[config.mk]
export PLATFORM = sky130hd
export DESIGN_NAME = fcs_cmd
export DESIGN_NICKNAME = d
export VERILOG_FILES = /design/src/fcs_cmd.v
export VERILOG_INCLUDE_DIRS = /design/src
export SDC_FILE = /design/constraint.sdc
export NUM_CORES = 1
export LEC_CHECK = 0
export ABC_AREA = 1
export BUFFER_PORTS_ARGS = -buffer_cell sky130_fd_sc_hd__buf_2
export CAP_MARGIN = 40
export CORE_MARGIN = 5
export CORE_UTILIZATION = 30
export CTS_BUF_LIST = sky130_fd_sc_hd__clkbuf_2
export DETAILED_ROUTE_END_ITERATION = 12
export SETUP_SLACK_MARGIN = 0.4
export SYNTH_ARGS = -nofsm -noshare
export SYNTH_HDL_FRONTEND = slang
export SYNTH_SLANG_ARGS = --single-unit
[constraint.sdc]
create_clock -name core_clk -period 3.8 [get_ports core_clk]
set_input_delay 0.38 -clock core_clk [delete_from_list [all_inputs] [get_ports core_clk]]
set_output_delay 0.38 -clock core_clk [all_outputs]
set_load 0.05 [all_outputs]
[src/fcs_defines.vh]
// Constants for the flash checksum, security set and read command block
`ifndef FCS_DEFINES_VH
`define FCS_DEFINES_VH
`define FCS_HDR_CMD 8'h01
`define FCS_HDR_DATA 8'h02
`define FCS_FTR_LAST 8'h03
`define FCS_FTR_MORE 8'h17
`define FCS_LEN_ADDR_CMD 8'h07
`define FCS_LEN_SEC_CMD 8'h03
`define FCS_LEN_ONE 8'h01
`define FCS_LEN_TWO 8'h02
`define FCS_LEN_FULL 8'h00
`define FCS_CMD_CSUM 8'hB0
`define FCS_CMD_SEC 8'hA0
`define FCS_CMD_READ 8'h50
`define FCS_ACK 8'h06
`define FCS_NACK 8'h15
`define FCS_PROTECT 8'h10
`define FCS_ZERO8 8'h00
`define FCS_FLG_FIXED 8'hE0
`define FCS_FLG_INIT 8'hFF
`define FCS_BIT_BOOT 4
`define FCS_BIT_READ 3
`define FCS_BIT_PROG 2
`define FCS_BIT_BERS 1
`define FCS_BIT_CERS 0
`define FCS_BLK_MASK 24'h0007FF
`define FCS_ADDR_W 24
`define FCS_CNT_W 9
`define FCS_CNT_FULL 9'h100
`define FCS_CNT_ONE 9'h001
`define FCS_ADDR_ONE 24'h000001
`define FCS_ADDR_ZERO 24'h000000
`define FCS_ADDR_FULL 24'h000100
`endif

[src/fcs_cmd.v]
// Command interpreter for checksum, security set and read commands
`timescale 1ns/100ps
`default_nettype none
`include "fcs_defines.vh"
// Functional notes
// - Checksum starts at 00H and subtracts every range byte in turn.
// - Accepted checksum command answered by one-byte status frame 02H 01H.
// - Checksum data frame length 02H, high sum byte then low byte.
// - Device returns write result status, then internal verify status.
// - Flag bit 4 low protects boot cluster from rewriting.
// - Flag bit 3 high permits reading; low blocks it.
// - Bits 2,1,0 enable program, block erase, chip erase; bits 7-5 one.
// - Once set, further setting outside self-programming, or any re-enabling, reports protect error 10H.
// - Only chip erase restores flags; block erase leaves them.
// - Cleared chip erase enable rejects chip erase.
// - Boot protection rejects boot area program and block erase.
// - Self-programming mode ignores flags; may only narrow flags.
// - Read data frames, length 00H means 256, footer 17H, last 03H.
// - Command frames are 01H, length, command, parameters, checksum, 03H.
module fcs_cmd (
  // Clock and reset
  input wire core_clk,
  input wire resetn,
  // Received frame bytes from the link layer
  input wire rx_valid,
  input wire [7:0] rx_data,
  // Transmit bytes to the link layer
  output reg tx_valid_r,
  output reg [7:0] tx_data_r,
  input wire tx_ready,
  // Flash read port, data valid one cycle after request
  output reg fl_rd_r,
  output reg [23:0] fl_addr_r,
  input wire [7:0] fl_rdata,
  // Mode and erase events from the core
  input wire self_prog_mode,
  input wire chip_erase_done,
  input wire [23:0] boot_area_end,
  input wire [23:0] op_addr,
  // Security state seen by the rest of the device
  output reg [7:0] protection_flag_byte_r,
  output reg [7:0] boot_cluster_last_block_r,
  output reg security_set_r,
  output reg prog_allow_r,
  output reg block_erase_allow_r,
  output reg chip_erase_allow_r,
  output reg read_allow_r,
  output reg busy_r
);
  localparam S_IDLE = 4'h0;
  localparam S_RXCMD = 4'h1;
  localparam S_STATUS = 4'h2;
  localparam S_SUM = 4'h3;
  localparam S_SECDATA = 4'h4;
  localparam S_SECWR = 4'h5;
  localparam S_TX = 4'h6;
  localparam S_RDWAIT = 4'h7;
  localparam S_ACKWAIT = 4'h8;
  localparam K_STAT = 2'h0;
  localparam K_CSUM = 2'h1;
  localparam K_READ = 2'h2;
  reg [3:0] state_r;
  reg [3:0] state_nxt;
  reg [3:0] idx_r;
  reg [7:0] cmd_r;
  reg [7:0] len_r;
  reg [7:0] buf_r [0:9];
  reg [23:0] addr_r;
  reg [23:0] end_r;
  reg [15:0] sum_r;
  reg [7:0] stat_r;
  reg [1:0] kind_r;
  reg verify_pend_r;
  reg [3:0] tx_pos_r;
  reg [8:0] tx_cnt_r;
  reg [7:0] fsum_r;
  reg last_frame_r;
  reg [7:0] rd_byte_r;
  reg rd_pend_r;
  wire [23:0] sa = {buf_r[2], buf_r[3], buf_r[4]};
  wire [23:0] ea = {buf_r[5], buf_r[6], buf_r[7]};
  // End address is a block's last byte, start a block's first
  wire range_bad = ((sa & `FCS_BLK_MASK) != `FCS_ADDR_ZERO) ||
    ((ea & `FCS_BLK_MASK) != `FCS_BLK_MASK) || (ea < sa);
  wire [7:0] new_flg = buf_r[2] | `FCS_FLG_FIXED;
  // A cleared bit may never be set again once protection exists
  wire reenable = |(new_flg & ~protection_flag_byte_r);
  // Full width: a whole range is far more than one frame
  wire [23:0] remain = end_r - addr_r + `FCS_ADDR_ONE;
  wire in_boot = (op_addr <= boot_area_end);
  wire boot_lock = ~protection_flag_byte_r[`FCS_BIT_BOOT] && ~self_prog_mode;
  always @(posedge core_clk)
  begin
    if (!resetn)
    begin
      prog_allow_r <= 1'b1;
      block_erase_allow_r <= 1'b1;
      chip_erase_allow_r <= 1'b1;
      read_allow_r <= 1'b1;
    end
    else
    begin
      prog_allow_r <= self_prog_mode ||
        (protection_flag_byte_r[`FCS_BIT_PROG] && !(boot_lock && in_boot));
      block_erase_allow_r <= self_prog_mode ||
        (protection_flag_byte_r[`FCS_BIT_BERS] && !(boot_lock && in_boot));
      chip_erase_allow_r <= self_prog_mode ||
        (protection_flag_byte_r[`FCS_BIT_CERS] && !boot_lock);
      read_allow_r <= self_prog_mode || protection_flag_byte_r[`FCS_BIT_READ];
    end
  end
  always @*
  begin
    state_nxt = state_r;
    case (state_r)
      S_IDLE: if (rx_valid && rx_data == `FCS_HDR_CMD) state_nxt = S_RXCMD;
      S_SECDATA: state_nxt = S_SECDATA;
      default: state_nxt = state_r;
    endcase
  end
  always @(posedge core_clk)
  begin
    if (!resetn)
    begin
      state_r <= S_IDLE;
      idx_r <= 4'h0;
      cmd_r <= `FCS_ZERO8;
      len_r <= `FCS_ZERO8;
      addr_r <= `FCS_ADDR_ZERO;
      end_r <= `FCS_ADDR_ZERO;
      sum_r <= 16'h0000;
      stat_r <= `FCS_ZERO8;
      kind_r <= K_STAT;
      verify_pend_r <= 1'b0;
      tx_pos_r <= 4'h0;
      tx_cnt_r <= 9'h000;
      fsum_r <= `FCS_ZERO8;
      last_frame_r <= 1'b0;
      rd_byte_r <= `FCS_ZERO8;
      rd_pend_r <= 1'b0;
      tx_valid_r <= 1'b0;
      tx_data_r <= `FCS_ZERO8;
      fl_rd_r <= 1'b0;
      fl_addr_r <= `FCS_ADDR_ZERO;
      protection_flag_byte_r <= `FCS_FLG_INIT;
      boot_cluster_last_block_r <= `FCS_ZERO8;
      security_set_r <= 1'b0;
      busy_r <= 1'b0;
    end
    else
    begin
      fl_rd_r <= 1'b0;
      busy_r <= (state_nxt != S_IDLE) || (state_r != S_IDLE);
      if (chip_erase_done && chip_erase_allow_r)
      begin
        // Only chip erase clears protection; block erase never reaches here
        protection_flag_byte_r <= `FCS_FLG_INIT;
        boot_cluster_last_block_r <= `FCS_ZERO8;
        security_set_r <= 1'b0;
      end
      case (state_r)
        S_IDLE:
        begin
          state_r <= state_nxt;
          idx_r <= 4'h0;
        end
        S_RXCMD:
          if (rx_valid)
          begin
            // Byte order: length, command, parameters, frame checksum, footer
            if (idx_r == 4'h0)
              len_r <= rx_data;
            else if (idx_r == 4'h1)
              cmd_r <= rx_data;
            else
              buf_r[idx_r] <= rx_data;
            idx_r <= idx_r + 4'h1;
            if (idx_r > 4'h0 && idx_r == len_r[3:0] + 4'h2)
            begin
              stat_r <= `FCS_ACK;
              kind_r <= K_STAT;
              state_r <= S_STATUS;
              if (rx_data != `FCS_FTR_LAST)
                stat_r <= `FCS_NACK;
              else if ((cmd_r == `FCS_CMD_CSUM || cmd_r == `FCS_CMD_READ) &&
                (len_r != `FCS_LEN_ADDR_CMD || range_bad))
                stat_r <= `FCS_NACK;
              else if (cmd_r == `FCS_CMD_READ && !read_allow_r)
                stat_r <= `FCS_PROTECT;
              else if (cmd_r == `FCS_CMD_SEC && len_r != `FCS_LEN_SEC_CMD)
                stat_r <= `FCS_NACK;
              else if (cmd_r != `FCS_CMD_CSUM && cmd_r != `FCS_CMD_READ &&
                cmd_r != `FCS_CMD_SEC)
                stat_r <= `FCS_NACK;
              addr_r <= sa;
              end_r <= ea;
              sum_r <= 16'h0000;
              verify_pend_r <= 1'b0;
            end
            else if (idx_r == 4'hA)
              state_r <= S_IDLE;
          end
        S_STATUS:
        begin
          // One-byte status frame for reception, write and verify results
          tx_cnt_r <= {1'b0, `FCS_LEN_ONE};
          rd_byte_r <= stat_r;
          tx_pos_r <= 4'h0;
          last_frame_r <= 1'b1;
          state_r <= S_TX;
        end
        S_SUM:
          if (!rd_pend_r)
          begin
            fl_rd_r <= 1'b1;
            fl_addr_r <= addr_r;
            rd_pend_r <= 1'b1;
          end
          else if (!fl_rd_r)
          begin
            rd_pend_r <= 1'b0;
            sum_r <= sum_r - {8'h00, fl_rdata};
            addr_r <= addr_r + `FCS_ADDR_ONE;
            if (addr_r == end_r)
            begin
              tx_cnt_r <= {1'b0, `FCS_LEN_TWO};
              tx_pos_r <= 4'h0;
              last_frame_r <= 1'b1;
              kind_r <= K_CSUM;
              state_r <= S_TX;
            end
          end
        S_SECDATA:
          if (rx_valid)
          begin
            buf_r[idx_r] <= rx_data;
            idx_r <= idx_r + 4'h1;
            if (idx_r == 4'h5)
              state_r <= S_SECWR;
          end
        S_SECWR:
        begin
          // Header, length, flag, boot block, checksum, footer are buf 0..5
          if (buf_r[5] != `FCS_FTR_LAST || buf_r[1] != `FCS_LEN_TWO)
            stat_r <= `FCS_NACK;
          else if ((security_set_r || reenable) && !self_prog_mode)
            stat_r <= `FCS_PROTECT;
          else if (self_prog_mode && reenable)
            stat_r <= `FCS_PROTECT;
          else
          begin
            stat_r <= `FCS_ACK;
            protection_flag_byte_r <= {`FCS_FLG_FIXED} | buf_r[2];
            boot_cluster_last_block_r <= buf_r[2][`FCS_BIT_BOOT] ?
              `FCS_ZERO8 : buf_r[3];
            security_set_r <= 1'b1;
          end
          verify_pend_r <= 1'b1;
          kind_r <= K_STAT;
          state_r <= S_STATUS;
        end
        S_TX:
          if (!tx_valid_r || tx_ready)
          begin
            tx_valid_r <= 1'b1;
            tx_pos_r <= tx_pos_r + 4'h1;
            case (tx_pos_r)
              4'h0:
              begin
                tx_data_r <= `FCS_HDR_DATA;
                fsum_r <= `FCS_ZERO8;
              end
              4'h1:
              begin
                tx_data_r <= tx_cnt_r[7:0];
                fsum_r <= fsum_r - tx_cnt_r[7:0];
                // Fetch the first data byte before it is due
                if (kind_r == K_READ)
                  state_r <= S_RDWAIT;
              end
              4'h2:
              begin
                if (kind_r == K_CSUM)
                  tx_data_r <= sum_r[15:8];
                else
                  tx_data_r <= rd_byte_r;
                fsum_r <= fsum_r - ((kind_r == K_CSUM) ? sum_r[15:8] : rd_byte_r);
                if (kind_r == K_CSUM)
                  tx_pos_r <= 4'h3;
                else if (tx_cnt_r != `FCS_CNT_ONE)
                begin
                  tx_cnt_r <= tx_cnt_r - `FCS_CNT_ONE;
                  tx_pos_r <= 4'h2;
                  state_r <= S_RDWAIT;
                end
                else
                  tx_pos_r <= 4'h4;
              end
              4'h3:
              begin
                tx_data_r <= sum_r[7:0];
                fsum_r <= fsum_r - sum_r[7:0];
              end
              4'h4:
                tx_data_r <= fsum_r;
              default:
              begin
                tx_data_r <= last_frame_r ? `FCS_FTR_LAST : `FCS_FTR_MORE;
                tx_pos_r <= 4'h0;
                idx_r <= 4'h0;
                state_r <= S_ACKWAIT;
              end
            endcase
          end
        S_RDWAIT:
        begin
          if (tx_ready)
            tx_valid_r <= 1'b0;
          if (!rd_pend_r)
          begin
            fl_rd_r <= 1'b1;
            fl_addr_r <= addr_r;
            rd_pend_r <= 1'b1;
          end
          else if (!fl_rd_r)
          begin
            rd_pend_r <= 1'b0;
            rd_byte_r <= fl_rdata;
            addr_r <= addr_r + `FCS_ADDR_ONE;
            state_r <= S_TX;
          end
        end
        S_ACKWAIT:
        begin
          if (tx_ready)
            tx_valid_r <= 1'b0;
          if (tx_ready || !tx_valid_r)
          begin
            if (verify_pend_r && stat_r != `FCS_NACK && cmd_r == `FCS_CMD_SEC &&
              kind_r == K_STAT)
            begin
              // Verify compares stored flags against what was written
              verify_pend_r <= 1'b0;
              // Command cleared so the verify frame ends the exchange
              cmd_r <= `FCS_ZERO8;
              stat_r <= (protection_flag_byte_r == new_flg || stat_r != `FCS_ACK) ?
                `FCS_ACK : `FCS_NACK;
              state_r <= S_STATUS;
            end
            else if (stat_r != `FCS_ACK || kind_r == K_CSUM)
              state_r <= S_IDLE;
            else if (cmd_r == `FCS_CMD_CSUM)
              state_r <= S_SUM;
            else if (cmd_r == `FCS_CMD_SEC && !verify_pend_r)
              state_r <= S_SECDATA;
            else if (cmd_r == `FCS_CMD_READ)
            begin
              // Wait for the programmer's status frame; its data byte is buf 2
              if (rx_valid)
              begin
                buf_r[idx_r] <= rx_data;
                idx_r <= idx_r + 4'h1;
              end
              if (kind_r == K_STAT || (rx_valid && idx_r == 4'h4))
              begin
                if (kind_r != K_STAT && buf_r[2] == `FCS_NACK)
                begin
                  addr_r <= addr_r - {15'h0000, tx_cnt_r};
                  state_r <= S_IDLE;
                end
                else if (kind_r != K_STAT && last_frame_r)
                  state_r <= S_IDLE;
                else
                begin
                  kind_r <= K_READ;
                  last_frame_r <= (remain <= `FCS_ADDR_FULL);
                  tx_cnt_r <= (remain <= `FCS_ADDR_FULL) ? remain[8:0] : `FCS_CNT_FULL;
                  tx_pos_r <= 4'h0;
                  state_r <= S_TX;
                end
              end
            end
            else
              state_r <= S_IDLE;
          end
        end
        default: state_r <= S_IDLE;
      endcase
    end
  end
endmodule // fcs_cmd
`default_nettype wire

==> flow_summary.json <==
{
  "status": "finished clean",
  "drtAntennaViolNets": 0,
  "place_congestion": 0.936,
  "fin_crit_ns": 3.13,
  "layout-drive-gt1-share_pct": 13.7,
  "cp_common_cell": "a21oi_1",
  "start_util_pct": 30.2,
  "ys_types": 58,
  "crit_fanout": 35,
  "hold_viol": 0,
  "fmax_ghz": 0.319,
  "finalCritPeriodShare_pct": 82.5,
  "cp-end-kind": "register",
  "routed_wl_um": 54300,
  "ys_ff_latch": 238,
  "p_per_area_mw_per_mm2": 270,
  "clock_sinks": 238,
  "tns_ns": 0,
  "ios": 126,
  "synth-main-ff-cell": "dfxtp_1",
  "hpwl_um": 42800,
  "cts_buffers": 72,
  "synth.cell_area_mm2": 0.0158,
  "cts_tree": "done",
  "grt_overflow": 0,
  "dieArea_mm2": 0.0574,
  "die_h_um": 240,
  "yosys_warnings": 0,
  "core-area_mm2": 0.0523,
  "drc": 0,
  "slew_headroom_pct": 45.1,
  "io_buffers": 125,
  "rsz0062_at_grt": "false",
  "ys_async_sr_fraction_pct": 0,
  "firstDrtPassIters": 5,
  "clock_latency_ns": 1.07,
  "min_path_type": "input pin to register",
  "syn_nets": 2460,
  "crit_chain": "inv_2 > nand2_2 > nor3_4 > buf_4 > nand2_1 > ha_1 > inv_1 > fa_1 > a21oi_1 > buf_4 > o21bai_1 > a21oi_1 > xnor2_1 > nand2_1 > a21oi_1",
  "cts.clk_slew.worst_paths_ns": 0.10,
  "skew_ns": 0.139,
  "synth_edf_count": 56,
  "vias": 15900,
  "setup_viol": 0,
  "seq_area_frac_synth_pct": 33.7,
  "cp_top_family": "buffers and inverters",
  "layout.nets": 2651,
  "crit_type": "register to register",
  "synthesis.instances": 2240,
  "crit_slowest_cell": "buf_4",
  "grt_pass1_wl_um": 84900,
  "setup_slack_ns": 0.666,
  "grt_pass1_vias": 15500,
  "p_leak_nw": 8.41,
  "cp_num_buf_inv": 4,
  "antenna_found_initial": 2,
  "worst_pin_slew_ns": 0.816,
  "cap_viol_max_count": 0,
  "htree_levels": 3,
  "drtIter0Drc": 1001,
  "synth_area_per_cell_um2": 7.06,
  "arrival_ns": 4.01,
  "rows": 84,
  "slew_violations": 0,
  "grt_max_degree": 67,
  "peakVddDrop_mv": 0.206,
  "place_ws_ns": 0.489,
  "slowest_delay_ns": 0.44,
  "routed_via_density": 4.99,
  "worst_ep_required_time_ns": 4.68,
  "grt_usage_pct": 18.7,
  "clockBufferDepth": 3,
  "area_delta_synth_final_pct": 15.5,
  "die_w_um": 240,
  "routedWlPerCell_um": 17.1,
  "cts_root_buffer": "clkbuf_2",
  "crit_path_start_kind": "register"
}
## logic make-up (layout without fill, tap and decap cells)
| group | count (synthesis) | after routing | synth area share, % |
|---|---|---|---|
| buffers and inverters | 373 | 622 | 9.10 |
| adder cells (fa/ha/maj) | 150 | 150 | 12.1 |
| other | 0 | 4 | 0 |
| AO/OA/AOI/OAI | 463 | 463 | 16.6 |
| multiplexers | 1 | 1 | 0.0633 |
| flip-flops | 238 | 238 | 33.7 |
| AND/OR/NAND/NOR | 991 | 991 | 27.2 |
| XOR/XNOR | 24 | 24 | 1.33 |
## area by class of cell
class / count / area, µm²
timing repair inverter: 1 / 5.00
sequential: 238 / 5330
multi-input combinational: 1629 / 9130
clock inverter: 35 / 195
clock buffer: 97 / 485
antenna: 4 / 10.0
timing repair buffer: 170 / 1040
inverter: 319 / 1210
fill: 5709 / 34100
tap: 688 / 861
## cells in the final DEF, fill, tap and decap left out, types with 14 or more instances in the layout
cell,n
a21oi_1,235
buf_2,125
buf_4,22
clkbuf_2,97
clkinv_1,22
dfxtp_1,181
dlygate4sd3_1,22
edfxtp_1,56
ha_1,143
inv_1,299
inv_2,14
nand2_1,496
nand3_1,127
nand4_1,47
nor2_1,218
nor3_1,29
o21ai_0,114
o21ai_1,16
xor2_1,15
## path summary, 6_finish.rpt
kind	startpoint	to	slack (ns)	cells past startpoint
min reg2reg	len_r[7]	len_r[7]	0.46	2
max reg2reg	state_r[1]	addr_r[12]	0.67	15
max	state_r[1]	addr_r[12]	0.67	15
min	fl_rdata[7]	rd_byte_r[7]	0.16	4
## power breakdown
part	switching (W)	internal [W]
registers	0.00000103	0.00258
clock network	0.00126	0.000796
logic	0.000177	0.000105
## tightest hold or removal path, cell delays in order
cell	delay [ns]
dlygate4sd3_1	0.53
buf_2	0.14
nand3_1	0.07
a21oi_1	0.06
## flip-flops by register name (all words and copies together), names as in the netlist, 8 cells and up
signal / count
end_r: 24
cmd_r: 8
boot_cluster_last_block_r: 8
len_r: 8
fl_addr_r: 24
protection_flag_byte_r: 8
fsum_r: 8
buf_r: 56
tx_cnt_r: 9
tx_data_r: 8
rd_byte_r: 8
sum_r: 16
addr_r: 24
## routing by layer
layer / part of all wire [%] / track usage (%) / vias up
met5: 0 / 0 / -
met4: 4.2 / 7.85 / 0
met3: 5.8 / 3.42 / 122
met2: 44 / 29.7 / 456
met1: 46 / 25.0 / 7368
li1: - / - / 7932
## timing repair
item | 4_1_cts | 5_1_grt
endpoints found under the hold margin | 137 | 0
resized for setup | 0 | 20
setup buffers | 0 | 2
hold buffers | 22 | 0
setup endpoints to repair | 0 | 11
## synthesized netlist by cell type (6+ instances only)
master / n / area share [%]
o22ai_1: 6 / 0.24
inv_2: 13 / 0.31
nor4_1: 13 / 0.51
nand3_1: 127 / 4.0
ha_1: 146 / 12
a211oi_2: 7 / 0.55
dfxtp_1: 182 / 23
xnor2_1: 9 / 0.50
clkbuf_1: 38 / 0.90
a221oi_1: 11 / 0.61
edfxtp_1: 56 / 11
a211oi_1: 11 / 0.52
or2_2: 10 / 0.40
xor2_1: 15 / 0.83
nor2_1: 223 / 5.3
nand3b_1: 8 / 0.38
o21bai_1: 8 / 0.38
nand2_1: 498 / 12
inv_1: 300 / 7.1
o21ai_1: 16 / 0.51
a21oi_1: 235 / 7.4
buf_2: 10 / 0.32
nor3_1: 29 / 0.92
o21ai_0: 115 / 3.6
o211ai_1: 10 / 0.47
nor2_2: 9 / 0.36
nand4_1: 47 / 1.9
a31oi_1: 13 / 0.51
## metrics by stage
stage | cell area, µm² | total power (W) | instances | util, % | hold slack [ns]
after floorplan | 15800 | 0.00278 | 2240 | - | 0.429
after global placement | 17200 | 0.00290 | 3019 | 32.9 | 0.440
after detailed placement | 17200 | 0.00291 | 3020 | 32.9 | 0.449
after CTS | 18100 | 0.00500 | 3174 | 34.7 | 0.0571
after global routing | 18300 | 0.00519 | 3181 | 34.9 | 0.102
final | 18300 | 0.00492 | 3181 | 34.9 | 0.158
(Power assumes the default switching activity.)
